`config.mk`:
```
export PLATFORM = sky130hd
export DESIGN_NAME = abfc_top
export DESIGN_NICKNAME = d
export VERILOG_FILES = /design/src/pkg/abfc_pkg.sv /design/src/hw/abfc_rate_div.sv /design/src/hw/abfc_top.sv
export SDC_FILE = /design/constraint.sdc
export NUM_CORES = 1
export LEC_CHECK = 0
export BUFFER_PORTS_ARGS = -buffer_cell sky130_fd_sc_hd__buf_2
export CORE_MARGIN = 5
export CORE_UTILIZATION = 34
export CTS_BUF_LIST = sky130_fd_sc_hd__clkbuf_8
export DETAILED_ROUTE_END_ITERATION = 6
export RECOVER_POWER = 50
export SLEW_MARGIN = 10
export SYNTH_ARGS = -nofsm -noshare
export SYNTH_HDL_FRONTEND = slang
export SYNTH_SLANG_ARGS = --single-unit
```
`constraint.sdc`:
```
create_clock -name ref_clk_i -period 5.2 [get_ports ref_clk_i]
set_input_delay 1.04 -clock ref_clk_i [delete_from_list [all_inputs] [get_ports ref_clk_i]]
set_output_delay 1.04 -clock ref_clk_i [all_outputs]
set_load 0.02 [all_outputs]
```
`src/pkg/abfc_pkg.sv`:
```
package abfc_pkg;
    // Register map
    localparam logic [7:0] ADDR_BOOST_SETPOINT = 8'h07;
    localparam logic [7:0] ADDR_CONTROL = 8'h00;
    localparam logic [7:0] ADDR_CONFIG = 8'h01;
    localparam logic [7:0] ADDR_STATUS = 8'h02;
    localparam logic [7:0] ADDR_LEVEL = 8'h03;
    localparam logic [7:0] ADDR_ACTUAL = 8'h04;
    localparam logic [7:0] SETPOINT_RST = 8'h00;
    localparam logic [7:0] CONTROL_RST = 8'h00;
    localparam logic [7:0] CONFIG_RST = 8'h01;
    localparam logic [7:0] LEVEL_RST = 8'h00;
    // Control fields
    localparam int CTL_BACKLIGHT = 0;
    localparam int CTL_ADAPTIVE = 1;
    localparam int CTL_BOOST_EN = 2;
    // Config fields
    localparam int CFG_FAULT_LO = 0;
    localparam int CFG_PER_PHASE_DIS = 2;
    localparam int CFG_UV_LEVEL = 3;
    localparam int CFG_SETUP_LO = 4;
    localparam int CFG_HOP_LO = 6;
    // Status fields
    localparam int ST_OPEN = 0;
    localparam int ST_SHORT = 1;
    localparam int ST_UV = 2;
    localparam int ST_OC = 3;
    localparam int ST_THERMAL = 4;
    // Voltages in 0.25 V steps: code n targets 10 + n volts
    localparam logic [7:0] VOLT_BASE_Q = 8'd40;
    localparam logic [7:0] VOLT_MAX_Q = 8'd152;
    localparam logic [4:0] CODE_MAX = 5'h1c;
    localparam logic [7:0] HOP_BASE_Q = 8'd12;
    localparam logic [7:0] HOP_STEP_Q = 8'd8;
    localparam logic [7:0] NEAR_MAX_Q = 8'd4;
    localparam logic [1:0] FAULT_NONE = 2'h0;
    // Adaptive step period and setup lead time base
    localparam int ADJ_PERIOD_NS = 10000;
    localparam int CLK_PERIOD_NS = 100;
    localparam int ADJ_CYCLES = ADJ_PERIOD_NS / CLK_PERIOD_NS;
    localparam int SETUP_BASE_CYCLES = 4;

    typedef struct packed {
        logic below_low;
        logic above_mid;
        logic above_high;
    } abfc_cmp_s;

    typedef enum logic [1:0] {
        ABFC_RUN = 2'b00,
        ABFC_SHUT = 2'b01,
        ABFC_OC_LATCH = 2'b10
    } abfc_pwr_e;
endpackage
```
`src/hw/abfc_rate_div.sv`:
```
`timescale 1ns/10ps
module abfc_rate_div #(
    parameter int CYCLES = 100
) (
    input wire logic ref_clk_i, // System clock
    input wire logic rst_i,     // Async reset
    output logic tick_o         // One-cycle enable
);
    logic [15:0] cnt_q;

    always_ff @(posedge ref_clk_i or posedge rst_i) begin
        if (rst_i) begin
            cnt_q <= 16'h0000;
            tick_o <= 1'b0;
        end else if (cnt_q == 16'(CYCLES - 1)) begin
            cnt_q <= 16'h0000;
            tick_o <= 1'b1;
        end else begin
            cnt_q <= cnt_q + 16'h0001;
            tick_o <= 1'b0;
        end
    end
endmodule

```
`src/hw/abfc_top.sv`:
```
`timescale 1ns/10ps
// Contract
// Adaptive bit clear: boost target comes from the setpoint register.
// Code n targets 10 + n volts, codes 0 to 28.
// Phase-shifted dimming allows per-step voltage, except at 19.5 kHz.
// Per-phase adaptation only when per-phase disable bit is 0.
// Learned voltage per string stored; two-bit setup time sets lead.
// Low = 0.5+0.25n, Mid = Low+0.5, High = 3+n volts.
// Single string lit: settle driver voltage between Low and Mid.
// Any active driver below Low raises boost voltage.
// Lower when all active above Mid, or any in per-phase low brightness.
// Faults pull fault pin low; backlight bit rising clears register and pin.
// Fault method: 00 none, 01 analog, 10 digital, 11 both.
// Analog: others above High while one low flags open, string excluded.
// Analog: driver above High flags short on that string.
// Digital open: string at 38 V and hop to neighbour over threshold.
// Digital short: learned voltage drop with neighbour gap over threshold.
// Hop threshold: 00 3 V, 01 5 V, 10 7 V, 11 9 V.
// Fault sets status bit and asserts pin; status read clears indication.
// Pin asserts once per LED fault type until enable toggles.
// Host should read status twice and trust only agreeing reads.
// Under-voltage always watched; shuts down, flags, resumes on recovery.
// Excessive boost load shuts down and flags over-current.
// Thermal shutdown at 150 C, resume below 130 C.
// Adaptive switched on after start begins from the setpoint register.
module abfc_top #(
    parameter int STRINGS = 7,
    parameter int SW = 3
) (
    input wire logic ref_clk_i,                    // 10 MHz clock
    input wire logic rst_i,                        // Async reset
    input wire logic enable_i,                     // Enable pin level
    input wire logic reg_wr_i,                     // Register write strobe
    input wire logic reg_rd_i,                     // Register read strobe
    input wire logic [7:0] reg_addr_i,             // Register address
    input wire logic [7:0] reg_wdata_i,            // Write data
    output logic [7:0] reg_rdata_o,                // Read data, next cycle
    input wire logic phase_shifted_dimming_i,      // Phase-shift dimming on
    input wire logic shift_19k5_i,                 // 19.5 kHz shift selected
    input wire logic low_brightness_i,             // One string lit at a time
    input wire logic [SW-1:0] phase_i,             // Current phase step
    input wire logic [STRINGS-1:0] active_i,       // Strings lit now
    input wire abfc_pkg::abfc_cmp_s [STRINGS-1:0] cmp_i, // Driver comparators
    input wire logic uv_6v_i,                      // Vin below 6 V (hyst)
    input wire logic uv_3v_i,                      // Vin below 3 V (hyst)
    input wire logic over_current_i,               // Boost overload
    input wire logic temp_150_i,                   // Junction at 150 C
    input wire logic temp_130_i,                   // Junction above 130 C
    output logic [7:0] boost_target_o,             // Target, 0.25 V steps
    output logic boost_run_o,                      // Boost allowed
    output logic led_run_o,                        // LED outputs allowed
    output logic [STRINGS-1:0] excluded_o,         // Strings out of regulation
    output logic fault_n_o,                        // Fault pin level, always 0
    output logic fault_oe_o                        // Fault pin pulled low
);
    logic [7:0] setpoint_q, control_q, config_q, level_q, status_q;
    logic [7:0] target_q;
    logic [7:0] learned_q [STRINGS];
    logic [STRINGS-1:0] excl_q;
    logic [4:0] pin_src_q;
    logic [1:0] led_sent_q;
    logic bl_q, en_q, auto_q, thermal_q;
    abfc_pkg::abfc_pwr_e pwr_q;
    logic tick;
    logic [2:0] setup_cnt_q;
    logic [SW-1:0] phase_q;

    abfc_rate_div #(.CYCLES(abfc_pkg::ADJ_CYCLES)) u_div (
        .ref_clk_i(ref_clk_i),
        .rst_i(rst_i),
        .tick_o(tick)
    );

    function automatic logic [7:0] code_to_q(input logic [4:0] code);
        logic [4:0] c;
        c = (code > abfc_pkg::CODE_MAX) ? abfc_pkg::CODE_MAX : code;
        return abfc_pkg::VOLT_BASE_Q + {1'b0, c, 2'b00};
    endfunction

    function automatic logic [7:0] gap(input logic [7:0] a, input logic [7:0] b);
        return (a > b) ? a - b : b - a;
    endfunction

    logic bl_bit, adaptive, boost_en, per_dis, uv_level;
    logic [1:0] method, setup_sel, hop_sel;
    logic [7:0] hop_thr_q;
    assign bl_bit = control_q[abfc_pkg::CTL_BACKLIGHT];
    assign adaptive = control_q[abfc_pkg::CTL_ADAPTIVE];
    assign boost_en = control_q[abfc_pkg::CTL_BOOST_EN];
    assign method = config_q[abfc_pkg::CFG_FAULT_LO +: 2];
    assign per_dis = config_q[abfc_pkg::CFG_PER_PHASE_DIS];
    assign uv_level = config_q[abfc_pkg::CFG_UV_LEVEL];
    assign setup_sel = config_q[abfc_pkg::CFG_SETUP_LO +: 2];
    assign hop_sel = config_q[abfc_pkg::CFG_HOP_LO +: 2];
    // Hop threshold 3 + 2n volts
    assign hop_thr_q = abfc_pkg::HOP_BASE_Q + 8'(hop_sel) * abfc_pkg::HOP_STEP_Q;

    // Comparison over simultaneously active, non-excluded strings
    logic [STRINGS-1:0] use_m, low_v, mid_v, high_v;
    logic any_low, all_mid, any_mid, per_phase, analog_en, digital_en;
    logic [STRINGS-1:0] open_hit, short_hit;
    genvar g;
    generate
        for (g = 0; g < STRINGS; g++) begin : g_cmp
            assign use_m[g] = active_i[g] & ~excl_q[g];
            assign low_v[g] = use_m[g] & cmp_i[g].below_low;
            assign mid_v[g] = use_m[g] & cmp_i[g].above_mid;
            assign high_v[g] = use_m[g] & cmp_i[g].above_high;
            // Open: this one low while every other active one is above High
            assign open_hit[g] = analog_en & use_m[g] & cmp_i[g].below_low &
                ((use_m & ~(STRINGS'(1) << g)) != '0) &
                ((use_m & ~(STRINGS'(1) << g) & ~high_v) == '0);
            assign short_hit[g] = analog_en & high_v[g] & ~(|open_hit) &
                (use_m & ~high_v) != '0;
        end
    endgenerate
    assign any_low = |low_v;
    assign all_mid = (use_m != '0) && ((use_m & ~mid_v) == '0);
    assign any_mid = |mid_v;

    assign per_phase = phase_shifted_dimming_i & ~shift_19k5_i & ~per_dis;
    assign analog_en = method[0];
    assign digital_en = method[1] & phase_shifted_dimming_i & low_brightness_i;

    // Digital hop detection against the previous phase's learned voltage
    logic [SW-1:0] prev_ph;
    logic [7:0] cur_v, prev_v;
    logic dig_open, dig_short, lower;
    assign prev_ph = (phase_i == '0) ? SW'(STRINGS - 1) : phase_i - SW'(1);
    assign cur_v = learned_q[phase_i];
    assign prev_v = learned_q[prev_ph];

    assign dig_open = digital_en && cur_v >= abfc_pkg::VOLT_MAX_Q &&
        gap(cur_v, prev_v) > hop_thr_q &&
        prev_v + abfc_pkg::NEAR_MAX_Q < abfc_pkg::VOLT_MAX_Q;
    assign dig_short = digital_en && cur_v < prev_v && gap(cur_v, prev_v) > hop_thr_q;
    assign lower = (per_phase & low_brightness_i) ? any_mid : all_mid;

    always_ff @(posedge ref_clk_i or posedge rst_i) begin
        if (rst_i) begin
            setpoint_q <= abfc_pkg::SETPOINT_RST;
            control_q <= abfc_pkg::CONTROL_RST;
            config_q <= abfc_pkg::CONFIG_RST;
            level_q <= abfc_pkg::LEVEL_RST;
        end else if (reg_wr_i) begin
            unique case (reg_addr_i)
                abfc_pkg::ADDR_BOOST_SETPOINT: setpoint_q <= reg_wdata_i;
                abfc_pkg::ADDR_CONTROL: control_q <= reg_wdata_i;
                abfc_pkg::ADDR_CONFIG: config_q <= reg_wdata_i;
                abfc_pkg::ADDR_LEVEL: level_q <= reg_wdata_i;
                default: ;
            endcase
        end
    end

    always_ff @(posedge ref_clk_i or posedge rst_i) begin
        if (rst_i) begin
            reg_rdata_o <= 8'h00;
        end else if (reg_rd_i) begin
            unique case (reg_addr_i)
                abfc_pkg::ADDR_BOOST_SETPOINT: reg_rdata_o <= setpoint_q;
                abfc_pkg::ADDR_CONTROL: reg_rdata_o <= control_q;
                abfc_pkg::ADDR_CONFIG: reg_rdata_o <= config_q;
                abfc_pkg::ADDR_STATUS: reg_rdata_o <= status_q;
                abfc_pkg::ADDR_LEVEL: reg_rdata_o <= level_q;
                abfc_pkg::ADDR_ACTUAL: reg_rdata_o <= target_q;
                default: reg_rdata_o <= 8'h00;
            endcase
        end
    end

    always_ff @(posedge ref_clk_i or posedge rst_i) begin
        if (rst_i) begin
            bl_q <= 1'b0;
            en_q <= 1'b0;
            auto_q <= 1'b0;
        end else begin
            bl_q <= bl_bit;
            en_q <= enable_i;
            auto_q <= adaptive;
        end
    end

    // Protection state
    logic uv_now, bl_rise, st_rd, en_rise;
    logic [4:0] ev;
    assign uv_now = uv_level ? uv_3v_i : uv_6v_i;
    assign bl_rise = bl_bit & ~bl_q;
    assign en_rise = enable_i & ~en_q;
    assign st_rd = reg_rd_i && reg_addr_i == abfc_pkg::ADDR_STATUS;
    assign ev[abfc_pkg::ST_OPEN] = (|open_hit) | dig_open;
    assign ev[abfc_pkg::ST_SHORT] = (|short_hit) | dig_short;
    assign ev[abfc_pkg::ST_UV] = uv_now;
    assign ev[abfc_pkg::ST_OC] = over_current_i;
    assign ev[abfc_pkg::ST_THERMAL] = temp_150_i;

    always_ff @(posedge ref_clk_i or posedge rst_i) begin
        if (rst_i) begin
            thermal_q <= 1'b0;
            pwr_q <= abfc_pkg::ABFC_RUN;
        end else begin
            if (temp_150_i) begin
                thermal_q <= 1'b1;
            end else if (!temp_130_i) begin
                thermal_q <= 1'b0;
            end
            // Overload stays off until the enable pin restarts the device
            unique case (pwr_q)
                abfc_pkg::ABFC_OC_LATCH: if (en_rise) pwr_q <= abfc_pkg::ABFC_RUN;
                default: begin
                    if (over_current_i) begin
                        pwr_q <= abfc_pkg::ABFC_OC_LATCH;
                    end else if (uv_now || temp_150_i || thermal_q) begin
                        pwr_q <= abfc_pkg::ABFC_SHUT;
                    end else begin
                        pwr_q <= abfc_pkg::ABFC_RUN;
                    end
                end
            endcase
        end
    end

    // Status bits: set wins over any clear
    always_ff @(posedge ref_clk_i or posedge rst_i) begin
        if (rst_i) begin
            status_q <= 8'h00;
        end else if (st_rd || bl_rise) begin
            status_q <= {3'b000, ev};
        end else begin
            status_q <= status_q | {3'b000, ev};
        end
    end

    // Pin sources; LED types only once per enable cycle
    logic [4:0] pin_set;
    assign pin_set = ev & ~{3'b000, led_sent_q};
    always_ff @(posedge ref_clk_i or posedge rst_i) begin
        if (rst_i) begin
            pin_src_q <= 5'h00;
            led_sent_q <= 2'b00;
        end else begin
            if (st_rd || bl_rise) begin
                pin_src_q <= pin_set;
            end else begin
                pin_src_q <= pin_src_q | pin_set;
            end
            if (en_rise) begin
                led_sent_q <= 2'b00;
            end else begin
                led_sent_q <= led_sent_q | ev[1:0];
            end
        end
    end

    // Learned voltages, exclusion and boost target
    always_ff @(posedge ref_clk_i or posedge rst_i) begin
        if (rst_i) begin
            excl_q <= '0;
            target_q <= abfc_pkg::VOLT_BASE_Q;
            phase_q <= '0;
            setup_cnt_q <= 3'h0;
            for (int i = 0; i < STRINGS; i++) learned_q[i] <= abfc_pkg::VOLT_BASE_Q;
        end else begin
            phase_q <= phase_i;
            if (en_rise) begin
                excl_q <= '0;
            end else begin
                excl_q <= excl_q | open_hit;
            end
            if (method == abfc_pkg::FAULT_NONE) excl_q <= '0;
            if (!adaptive) begin
                target_q <= code_to_q(setpoint_q[4:0]);
            end else if (!auto_q) begin
                target_q <= code_to_q(setpoint_q[4:0]);
            end else if (per_phase && phase_i != phase_q) begin
                // Store this string's level, move to next after setup lead
                learned_q[phase_q] <= target_q;
                setup_cnt_q <= 3'(setup_sel) + 3'(abfc_pkg::SETUP_BASE_CYCLES);
            end else if (setup_cnt_q != 3'h0) begin
                setup_cnt_q <= setup_cnt_q - 3'h1;
                if (setup_cnt_q == 3'h1) target_q <= learned_q[phase_i];
            end else if (tick) begin
                if (any_low && target_q < abfc_pkg::VOLT_MAX_Q) begin
                    target_q <= target_q + 8'h01;
                end else if (!any_low && lower && target_q > abfc_pkg::VOLT_BASE_Q) begin
                    target_q <= target_q - 8'h01;
                end
            end
        end
    end

    always_ff @(posedge ref_clk_i or posedge rst_i) begin
        if (rst_i) begin
            boost_target_o <= abfc_pkg::VOLT_BASE_Q;
            boost_run_o <= 1'b0;
            led_run_o <= 1'b0;
            excluded_o <= '0;
            fault_n_o <= 1'b0;
            fault_oe_o <= 1'b0;
        end else begin
            boost_target_o <= target_q;
            boost_run_o <= boost_en && pwr_q == abfc_pkg::ABFC_RUN;
            led_run_o <= bl_bit && pwr_q == abfc_pkg::ABFC_RUN;
            excluded_o <= excl_q;
            fault_n_o <= 1'b0;
            fault_oe_o <= |pin_src_q;
        end
    end
endmodule

```
# Word level (Yosys, flattened, before mapping)
# Index checks and enable logic that the tools add are counted.
# W data, S select, Z words.
dict set report totals {
  reg_bits 173
  inputBits 60
}
dict set report classes {
  add_sub_neg 11
  n_lt_le_gt_ge 12
  n_eq_ne 15
  muxes 38
  bitwise 118
  reduce_logical 53
}
# cell n
set ops {}
lappend ops {{$mux W8} 15}
lappend ops {{$and A1 B1 Y1} 84}
lappend ops {{$reduce_bool A7 Y1} 9}
lappend ops {{$and A7 B7 Y7} 8}
lappend ops {{$bwmux W56} 1}
lappend ops {{$logic_not A7 Y1} 8}
lappend ops {{$bmux W8 S3} 2}
lappend ops {{$pmux W8 S6} 1}
lappend ops {{$reduce_or A7 Y1} 4}
lappend ops {{$demux W8 S3} 1}
lappend ops {{$add A16 B1 Y16 const B} 1}
lappend ops {{$eq A16 B7 Y1 const B} 1}
lappend ops {{$eq A8 B2 Y1 const B} 2}
lappend ops {{$eq A8 B3 Y1 const B} 2}
lappend ops {{$lt A8 B8 Y1 const B} 2}
lappend ops {{$mux W16} 1}
lappend ops {{$sub A8 B8 Y8} 2}
lappend ops {{$logic_and A1 B1 Y1} 14}
lappend ops {{$mux W7} 2}
lappend ops {{$not A7 Y7} 2}
lappend ops {{$ge A4 B4 Y1 const B} 3}
lappend ops {{$not A1 Y1} 12}
lappend ops {{$not A3 Y4} 3}
lappend ops {{$mux W5} 2}
lappend ops {{45 further kinds} 65}

# Longest topological paths before layout
dict set report depth {
  ltp_word 17
  ltp_mapped 30
}

# By module
# A second synthesis with hierarchy kept.
dict set report hier_totals {
  cells_unflattened 971
  hier_area_um2 9838.2
}
# mod instances cells_each area_per_inst_um2 seq_area_each_um2
set modules_own_cells {}
lappend modules_own_cells {abfc_top 1 904 9092.5 3852.4}
lappend modules_own_cells {abfc_rate_div 1 67 745.7 425.4}

# Least setup slack after synthesis
# OpenSTA, ideal clock, no wires.
dict set report synth_path {
  kind {input to register}
  startpoint {input port phase_i[1]}
  endpoint {register pin_src_q[0]}
  setup_time_ns 0.110
  t_arrival_ns 6.058
  slack_ns -0.968
  path_stages 27
  cell_sequence {buf_4 > buf_2 > inv_1 > ha_1 > buf_6 > o21ba_4 > nor2_8 > buf_12 > mux4_2 > mux2_2 > ha_1 > nand2_1 > nor3_2 > o21ba_1 > buf_2 > nor2_1 > a31o_2 > o21ai_0 > a221oi_1 > xnor2_1 > ha_1 > nand3_1 > a2111oi_0 > nor2_1 > mux2i_1 > nor2_1 > o41ai_1}
}
dict set report synth_between {
  elab_chain_len 15
  elab_cells_between_ends 26
  classes_between {4 x add/sub; 4 x order compare; 9 x mux; 5 x bitwise; 4 x reduce/logical}
}
# item line_no
set synth_lines {}
lappend synth_lines {{from (decl)} abfc_top.sv:41} ;# input wire logic [SW-1:0] phase_i,
lappend synth_lines {{$sub A3 B1 Y3 or $logic_not A3 Y1 (tied branches)} abfc_top.sv:129} ;# assign prev_ph = (phase_i == '0) ? SW'(STRINGS - 1) : phase_i - SW'(1);
lappend synth_lines {{$mux W3} abfc_top.sv:129}
lappend synth_lines {{$not A3 Y4 (implied by the code)} abfc_top.sv:131} ;# assign prev_v = learned_q[prev_ph];
lappend synth_lines {{$bmux W8 S3} abfc_top.sv:131}
lappend synth_lines {{$mux W8 (implied by the code) (2 in series)} abfc_top.sv:131}
lappend synth_lines {{$sub A8 B8 Y8 or $gt A8 B8 Y1 (tied branches)} abfc_top.sv:81} ;# return (a > b) ? a - b : b - a;
lappend synth_lines {{$mux W8} abfc_top.sv:81}
lappend synth_lines {{$gt A8 B6 Y1} abfc_top.sv:134} ;# gap(cur_v, prev_v) > hop_thr_q &&
lappend synth_lines {{$logic_and A1 B1 Y1} abfc_top.sv:133} ;# assign dig_open = digital_en && cur_v >= abfc_pkg::VOLT_MAX_Q &&
lappend synth_lines {{$logic_and A1 B1 Y1 *} abfc_top.sv:134}
lappend synth_lines {{$or A1 B1 Y1 *} abfc_top.sv:191} ;# assign ev[abfc_pkg::ST_OPEN] = (|open_hit) | dig_open;
lappend synth_lines {{$and A5 B5 Y5 *} abfc_top.sv:236} ;# assign pin_set = ev & ~{3'b000, led_sent_q};
lappend synth_lines {{$or A5 B5 Y5} abfc_top.sv:245} ;# pin_src_q <= pin_src_q | pin_set;
lappend synth_lines {{$mux W5 *} abfc_top.sv:242} ;# if (st_rd || bl_rise) begin
lappend synth_lines {{to (signal assigned)} abfc_top.sv:243} ;# pin_src_q <= pin_set;
lappend synth_lines {{to (signal assigned)} abfc_top.sv:245}
lappend synth_lines {{to (decl)} abfc_top.sv:60} ;# logic [4:0] pin_src_q;
# Mark *: on every way between the ends. The rest lies on a longest branch, timed or not. The select of a mux whose other input is x is not followed.
# A chain may end at the register's enable or synchronous reset.

# Final worst setup path
dict set report layout_path {
  startpoint {input port phase_i[0]}
  endpoint {register led_sent_q[1]}
}
dict set report layout_between {
  elab_chain_len 13
  elab_cells_between_ends 22
  classes_between {3 x add/sub; 3 x order compare; 9 x mux; 4 x bitwise; 3 x reduce/logical}
}
# item line_no
set layout_lines {}
lappend layout_lines {{$sub A3 B1 Y3 or $logic_not A3 Y1 (tied branches)} abfc_top.sv:129}
lappend layout_lines {{$mux W3} abfc_top.sv:129}
lappend layout_lines {{$not A3 Y4 (implied by the code)} abfc_top.sv:131}
lappend layout_lines {{$bmux W8 S3} abfc_top.sv:131}
lappend layout_lines {{$mux W8 (implied by the code) (2 in series)} abfc_top.sv:131}
lappend layout_lines {{$sub A8 B8 Y8 or $gt A8 B8 Y1 (tied branches)} abfc_top.sv:81}
lappend layout_lines {{$mux W8} abfc_top.sv:81}
lappend layout_lines {{$gt A8 B6 Y1} abfc_top.sv:136} ;# assign dig_short = digital_en && cur_v < prev_v && gap(cur_v, prev_v) > hop_thr_q;
lappend layout_lines {{$logic_and A1 B1 Y1 *} abfc_top.sv:136}
lappend layout_lines {{$or A1 B1 Y1 *} abfc_top.sv:192} ;# assign ev[abfc_pkg::ST_SHORT] = (|short_hit) | dig_short;
lappend layout_lines {{$or A2 B2 Y2 *} abfc_top.sv:250} ;# led_sent_q <= led_sent_q | ev[1:0];
lappend layout_lines {{$mux W2 *} abfc_top.sv:247} ;# if (en_rise) begin
lappend layout_lines {{to (signal assigned)} abfc_top.sv:250}
lappend layout_lines {{to (decl)} abfc_top.sv:61} ;# logic [1:0] led_sent_q;
# Marked as above.

==> results.sh <==
export IMPL_failed_checks="capacitance limit, slew limit"
export IMPL_yosys_top_cells_area="dfrtp_1, mux2_2, dfstp_2"
export IMPL_layout_nets=1220
export IMPL_die_w_um=183.2
export IMPL_grt_pass1_vias=8078
export IMPL_cts_tree="yes"
export IMPL_syn_inst=965
export IMPL_synth_largest_area_cell="dfrtp_1"
export IMPL_drtAntennaViolNets=0
export IMPL_ir_drop_v=0.0001901
export IMPL_placed_area_mm2=0.01169
export IMPL_cts_buffers_inserted=17
export IMPL_maxCapViolCount=1
export IMPL_root_buffer="clkbuf_8"
export IMPL_insertion_delay_ns=0.47
export IMPL_clock_sinks=170
export IMPL_initial_utilization_pct=34.43
export IMPL_hold_ws_ns=0.4289
export IMPL_synth_top_area_share_pct=37.03
export IMPL_yosysMostFrequentCell="dfrtp_1"
export IMPL_syn_mean_instance_area_um2=10.57
export IMPL_ys_types=91
export IMPL_maxSlewViolCount=171
export IMPL_worst_pin_slew_ns=2.299
export IMPL_vias=8202
export IMPL_area_growth_pct=19.49
export IMPL_slew_headroom_pct=-53.27
export IMPL_coreArea_mm2=0.02964
export IMPL_fin_cells=1526
export IMPL_h_tree_depth=4
export IMPL_crit_chain="clkbuf_4 > inv_8 > ha_4 > o21ba_4 > nor2_8 > mux4_2 > mux2_4 > buf_4 > ha_4 > nand2_4 > nor3_4 > o21ba_4 > buf_4 > nor3_1 > a31oi_1 > xor2_1 > ha_1 > buf_4 > a21o_1 > a21oi_1 > mux2i_4 > o211ai_1 > a31oi_1"
export IMPL_setup_worst_path_class="primary input to register"
export IMPL_dp_hpwl_um=21160
export IMPL_fmax_mhz=198.3
export IMPL_skew_ns=0.01754
export IMPL_syn_num_nets=1062
export IMPL_gp_congestion=0.8789
export IMPL_grt_ovfl_total=0
export IMPL_synth_edff_count=0
export IMPL_drt_iter0_drc=554
export IMPL_drc_errors=0
export IMPL_synthArstFlopShare_pct=100.0
export IMPL_path_clk_slew_ns=0.10
export IMPL_netlist_top_cells_count="dfrtp_1, mux2_2, nand2_1"
export IMPL_status="complete, but fails checks"
export IMPL_ys_warn_count=0
export IMPL_period_needed_ns=5.044
export IMPL_grt_pass1_wl_um=45280
export IMPL_slowest_stage="mux4_2"
export IMPL_grt_max_degree=171
export IMPL_crit_arrival_ns=5.38
export IMPL_p_leak_nw=5.533
export IMPL_cts_max_path_buffers=2
export IMPL_num_rows=63
export IMPL_grt_use_total_pct=16.86
export IMPL_worstPathMaxFanout=5
export IMPL_path_common_cell="buf_4"
export IMPL_routedWlPerCell_um=18.76
export IMPL_finalSetupViolations=0
export IMPL_worstHoldPathType="register to register"
export IMPL_ys_ff_latch=170
export IMPL_place_inst=1490
export IMPL_period_share_pct=97.00
export IMPL_pin_count=87
export IMPL_p_per_area_mw_per_mm2=242.2
export IMPL_finalCoreUtilization_pct=41.13
export IMPL_final_area_mm2=0.01219
export IMPL_via_per_inst=5.375
export IMPL_synthFlopType="dfrtp_1"
export IMPL_grt_antenna_before_repair=0
export IMPL_slowest_delay_ns=0.50
export IMPL_die_h_um=183.2
export IMPL_cp_required_ns=5.53
export IMPL_n_antenna_cell=0
export IMPL_syn_cell_area_mm2=0.01020
export IMPL_numPortBuffers=85
export IMPL_drive_above_1_share_pct=34.07
export IMPL_synth_seq_area_share_pct=41.93
export IMPL_endpoint_kind="register"
export IMPL_firstDrtPassIters=5
export IMPL_timing_hold_violations_final=0
export IMPL_critPathLaunchType="primary input"
export IMPL_drt_wl_total_um=28640
export IMPL_die_area_mm2=0.03358
layer usage:
layer  part of all wire (%)  global-route usage [%]  routed length (um)
met2                     47                   26.54               13480
met1                     46                   23.83               13130
met4                    2.4                   5.364                 683
met5                      0                       0                   0
met3                    4.7                   2.777                1348
state kept, by name, summed over array words and instances, names as in the netlist, 2 cells and up:
| signal | flops |
|---|---|
| target_q | 8 |
| phase_q | 3 |
| level_q | 8 |
| u_div.cnt_q | 16 |
| setpoint_q | 8 |
| led_sent_q | 2 |
| status_q | 5 |
| setup_cnt_q | 3 |
| learned_q | 56 |
| reg_rdata_o | 8 |
| boost_target_o | 8 |
| pwr_q | 2 |
| excluded_o | 7 |
| excl_q | 7 |
| config_q | 8 |
| pin_src_q | 5 |
| control_q | 8 |
layout by cell type (no fill, tap or decap), types with 25 or more instances in the layout:
cell	instances
mux2_2	83
a21oi_1	45
o21ai_0	43
buf_4	98
inv_1	39
nand2_1	63
buf_2	81
ha_1	30
nand3_1	25
dfrtp_1	151
nor2_1	55
mux2i_1	42
final cells by class:
| class | count | area (um^2) |
|---|---|---|
| fillers | 2928 | 17450 |
| repair buffers | 187 | 1219 |
| inverters | 43 | 177.7 |
| flip-flops and latches | 170 | 4278 |
| multi-input cells | 704 | 5655 |
| clock buffers | 18 | 247.7 |
| well taps | 390 | 488.0 |
| clock inverters | 14 | 126.4 |
kinds of logic (layout without fill, tap and decap cells):
family / Yosys count / in the layout / share of synthesized area [%]
adder cells (fa/ha/maj): 37 / 37 / 4.758
flip-flops: 170 / 170 / 41.93
multiplexers: 140 / 140 / 16.17
XOR/XNOR: 28 / 28 / 2.477
AND/OR/NAND/NOR: 274 / 274 / 14.76
buffers and inverters: 91 / 262 / 4.341
other: 1 / 1 / 0.03675
AO/OA/AOI/OAI: 224 / 224 / 15.52
repair_timing:
action                     CTS  global route
pin swaps                    1            15
hold endpoints to repair     0             0
resized for setup            7            19
hold buffers                 0             0
setup endpoints to repair    6             6
buffers inserted             1             3
cloned                       0             0
worst paths after layout:
check | start | end | slack [ns] | cells after the start
min | excl_q[2] | excluded_o[2] | 0.43 | 0
max in group asynchronous | rst_i | learned_q[47] | 2.37 | 3
max reg2reg | learned_q[29] | led_sent_q[1] | 0.85 | 20
max | phase_i[0] | led_sent_q[1] | 0.16 | 23
min in group asynchronous | rst_i | excl_q[0] | 1.40 | 3
min reg2reg | excl_q[2] | excluded_o[2] | 0.43 | 0
metrics by stage:
| step | total power, mW | setup slack [ns] | setup TNS (ns) |
|---|---|---|---|
| CTS | 2.947 | 0.03920 | 0 |
| floorplan | 1.784 | -0.5264 | -3.053 |
| global route | 3.092 | -0.02951 | -0.05654 |
| detailed placement | 1.998 | -0.6503 | -3.457 |
| finish | 2.953 | 0.1561 | 0 |
| global placement | 1.989 | -0.4645 | -2.494 |
worst max-delay path, delay by kind of cell:
kind	cells	cell delay, ns
AO/OA/AOI/OAI	7	1.21
XOR/XNOR	1	0.16
adder cells (fa/ha/maj)	3	0.79
buffers and inverters	5	0.64
multiplexers	3	0.93
AND/OR/NAND/NOR	4	0.58
where the power goes:
group | internal, mW | switching, mW
Combinational | 0.269 | 0.323
Clock | 0.364 | 0.578
Sequential | 1.37 | 0.0524
Note: power is estimated with default switching activity, not from simulation.
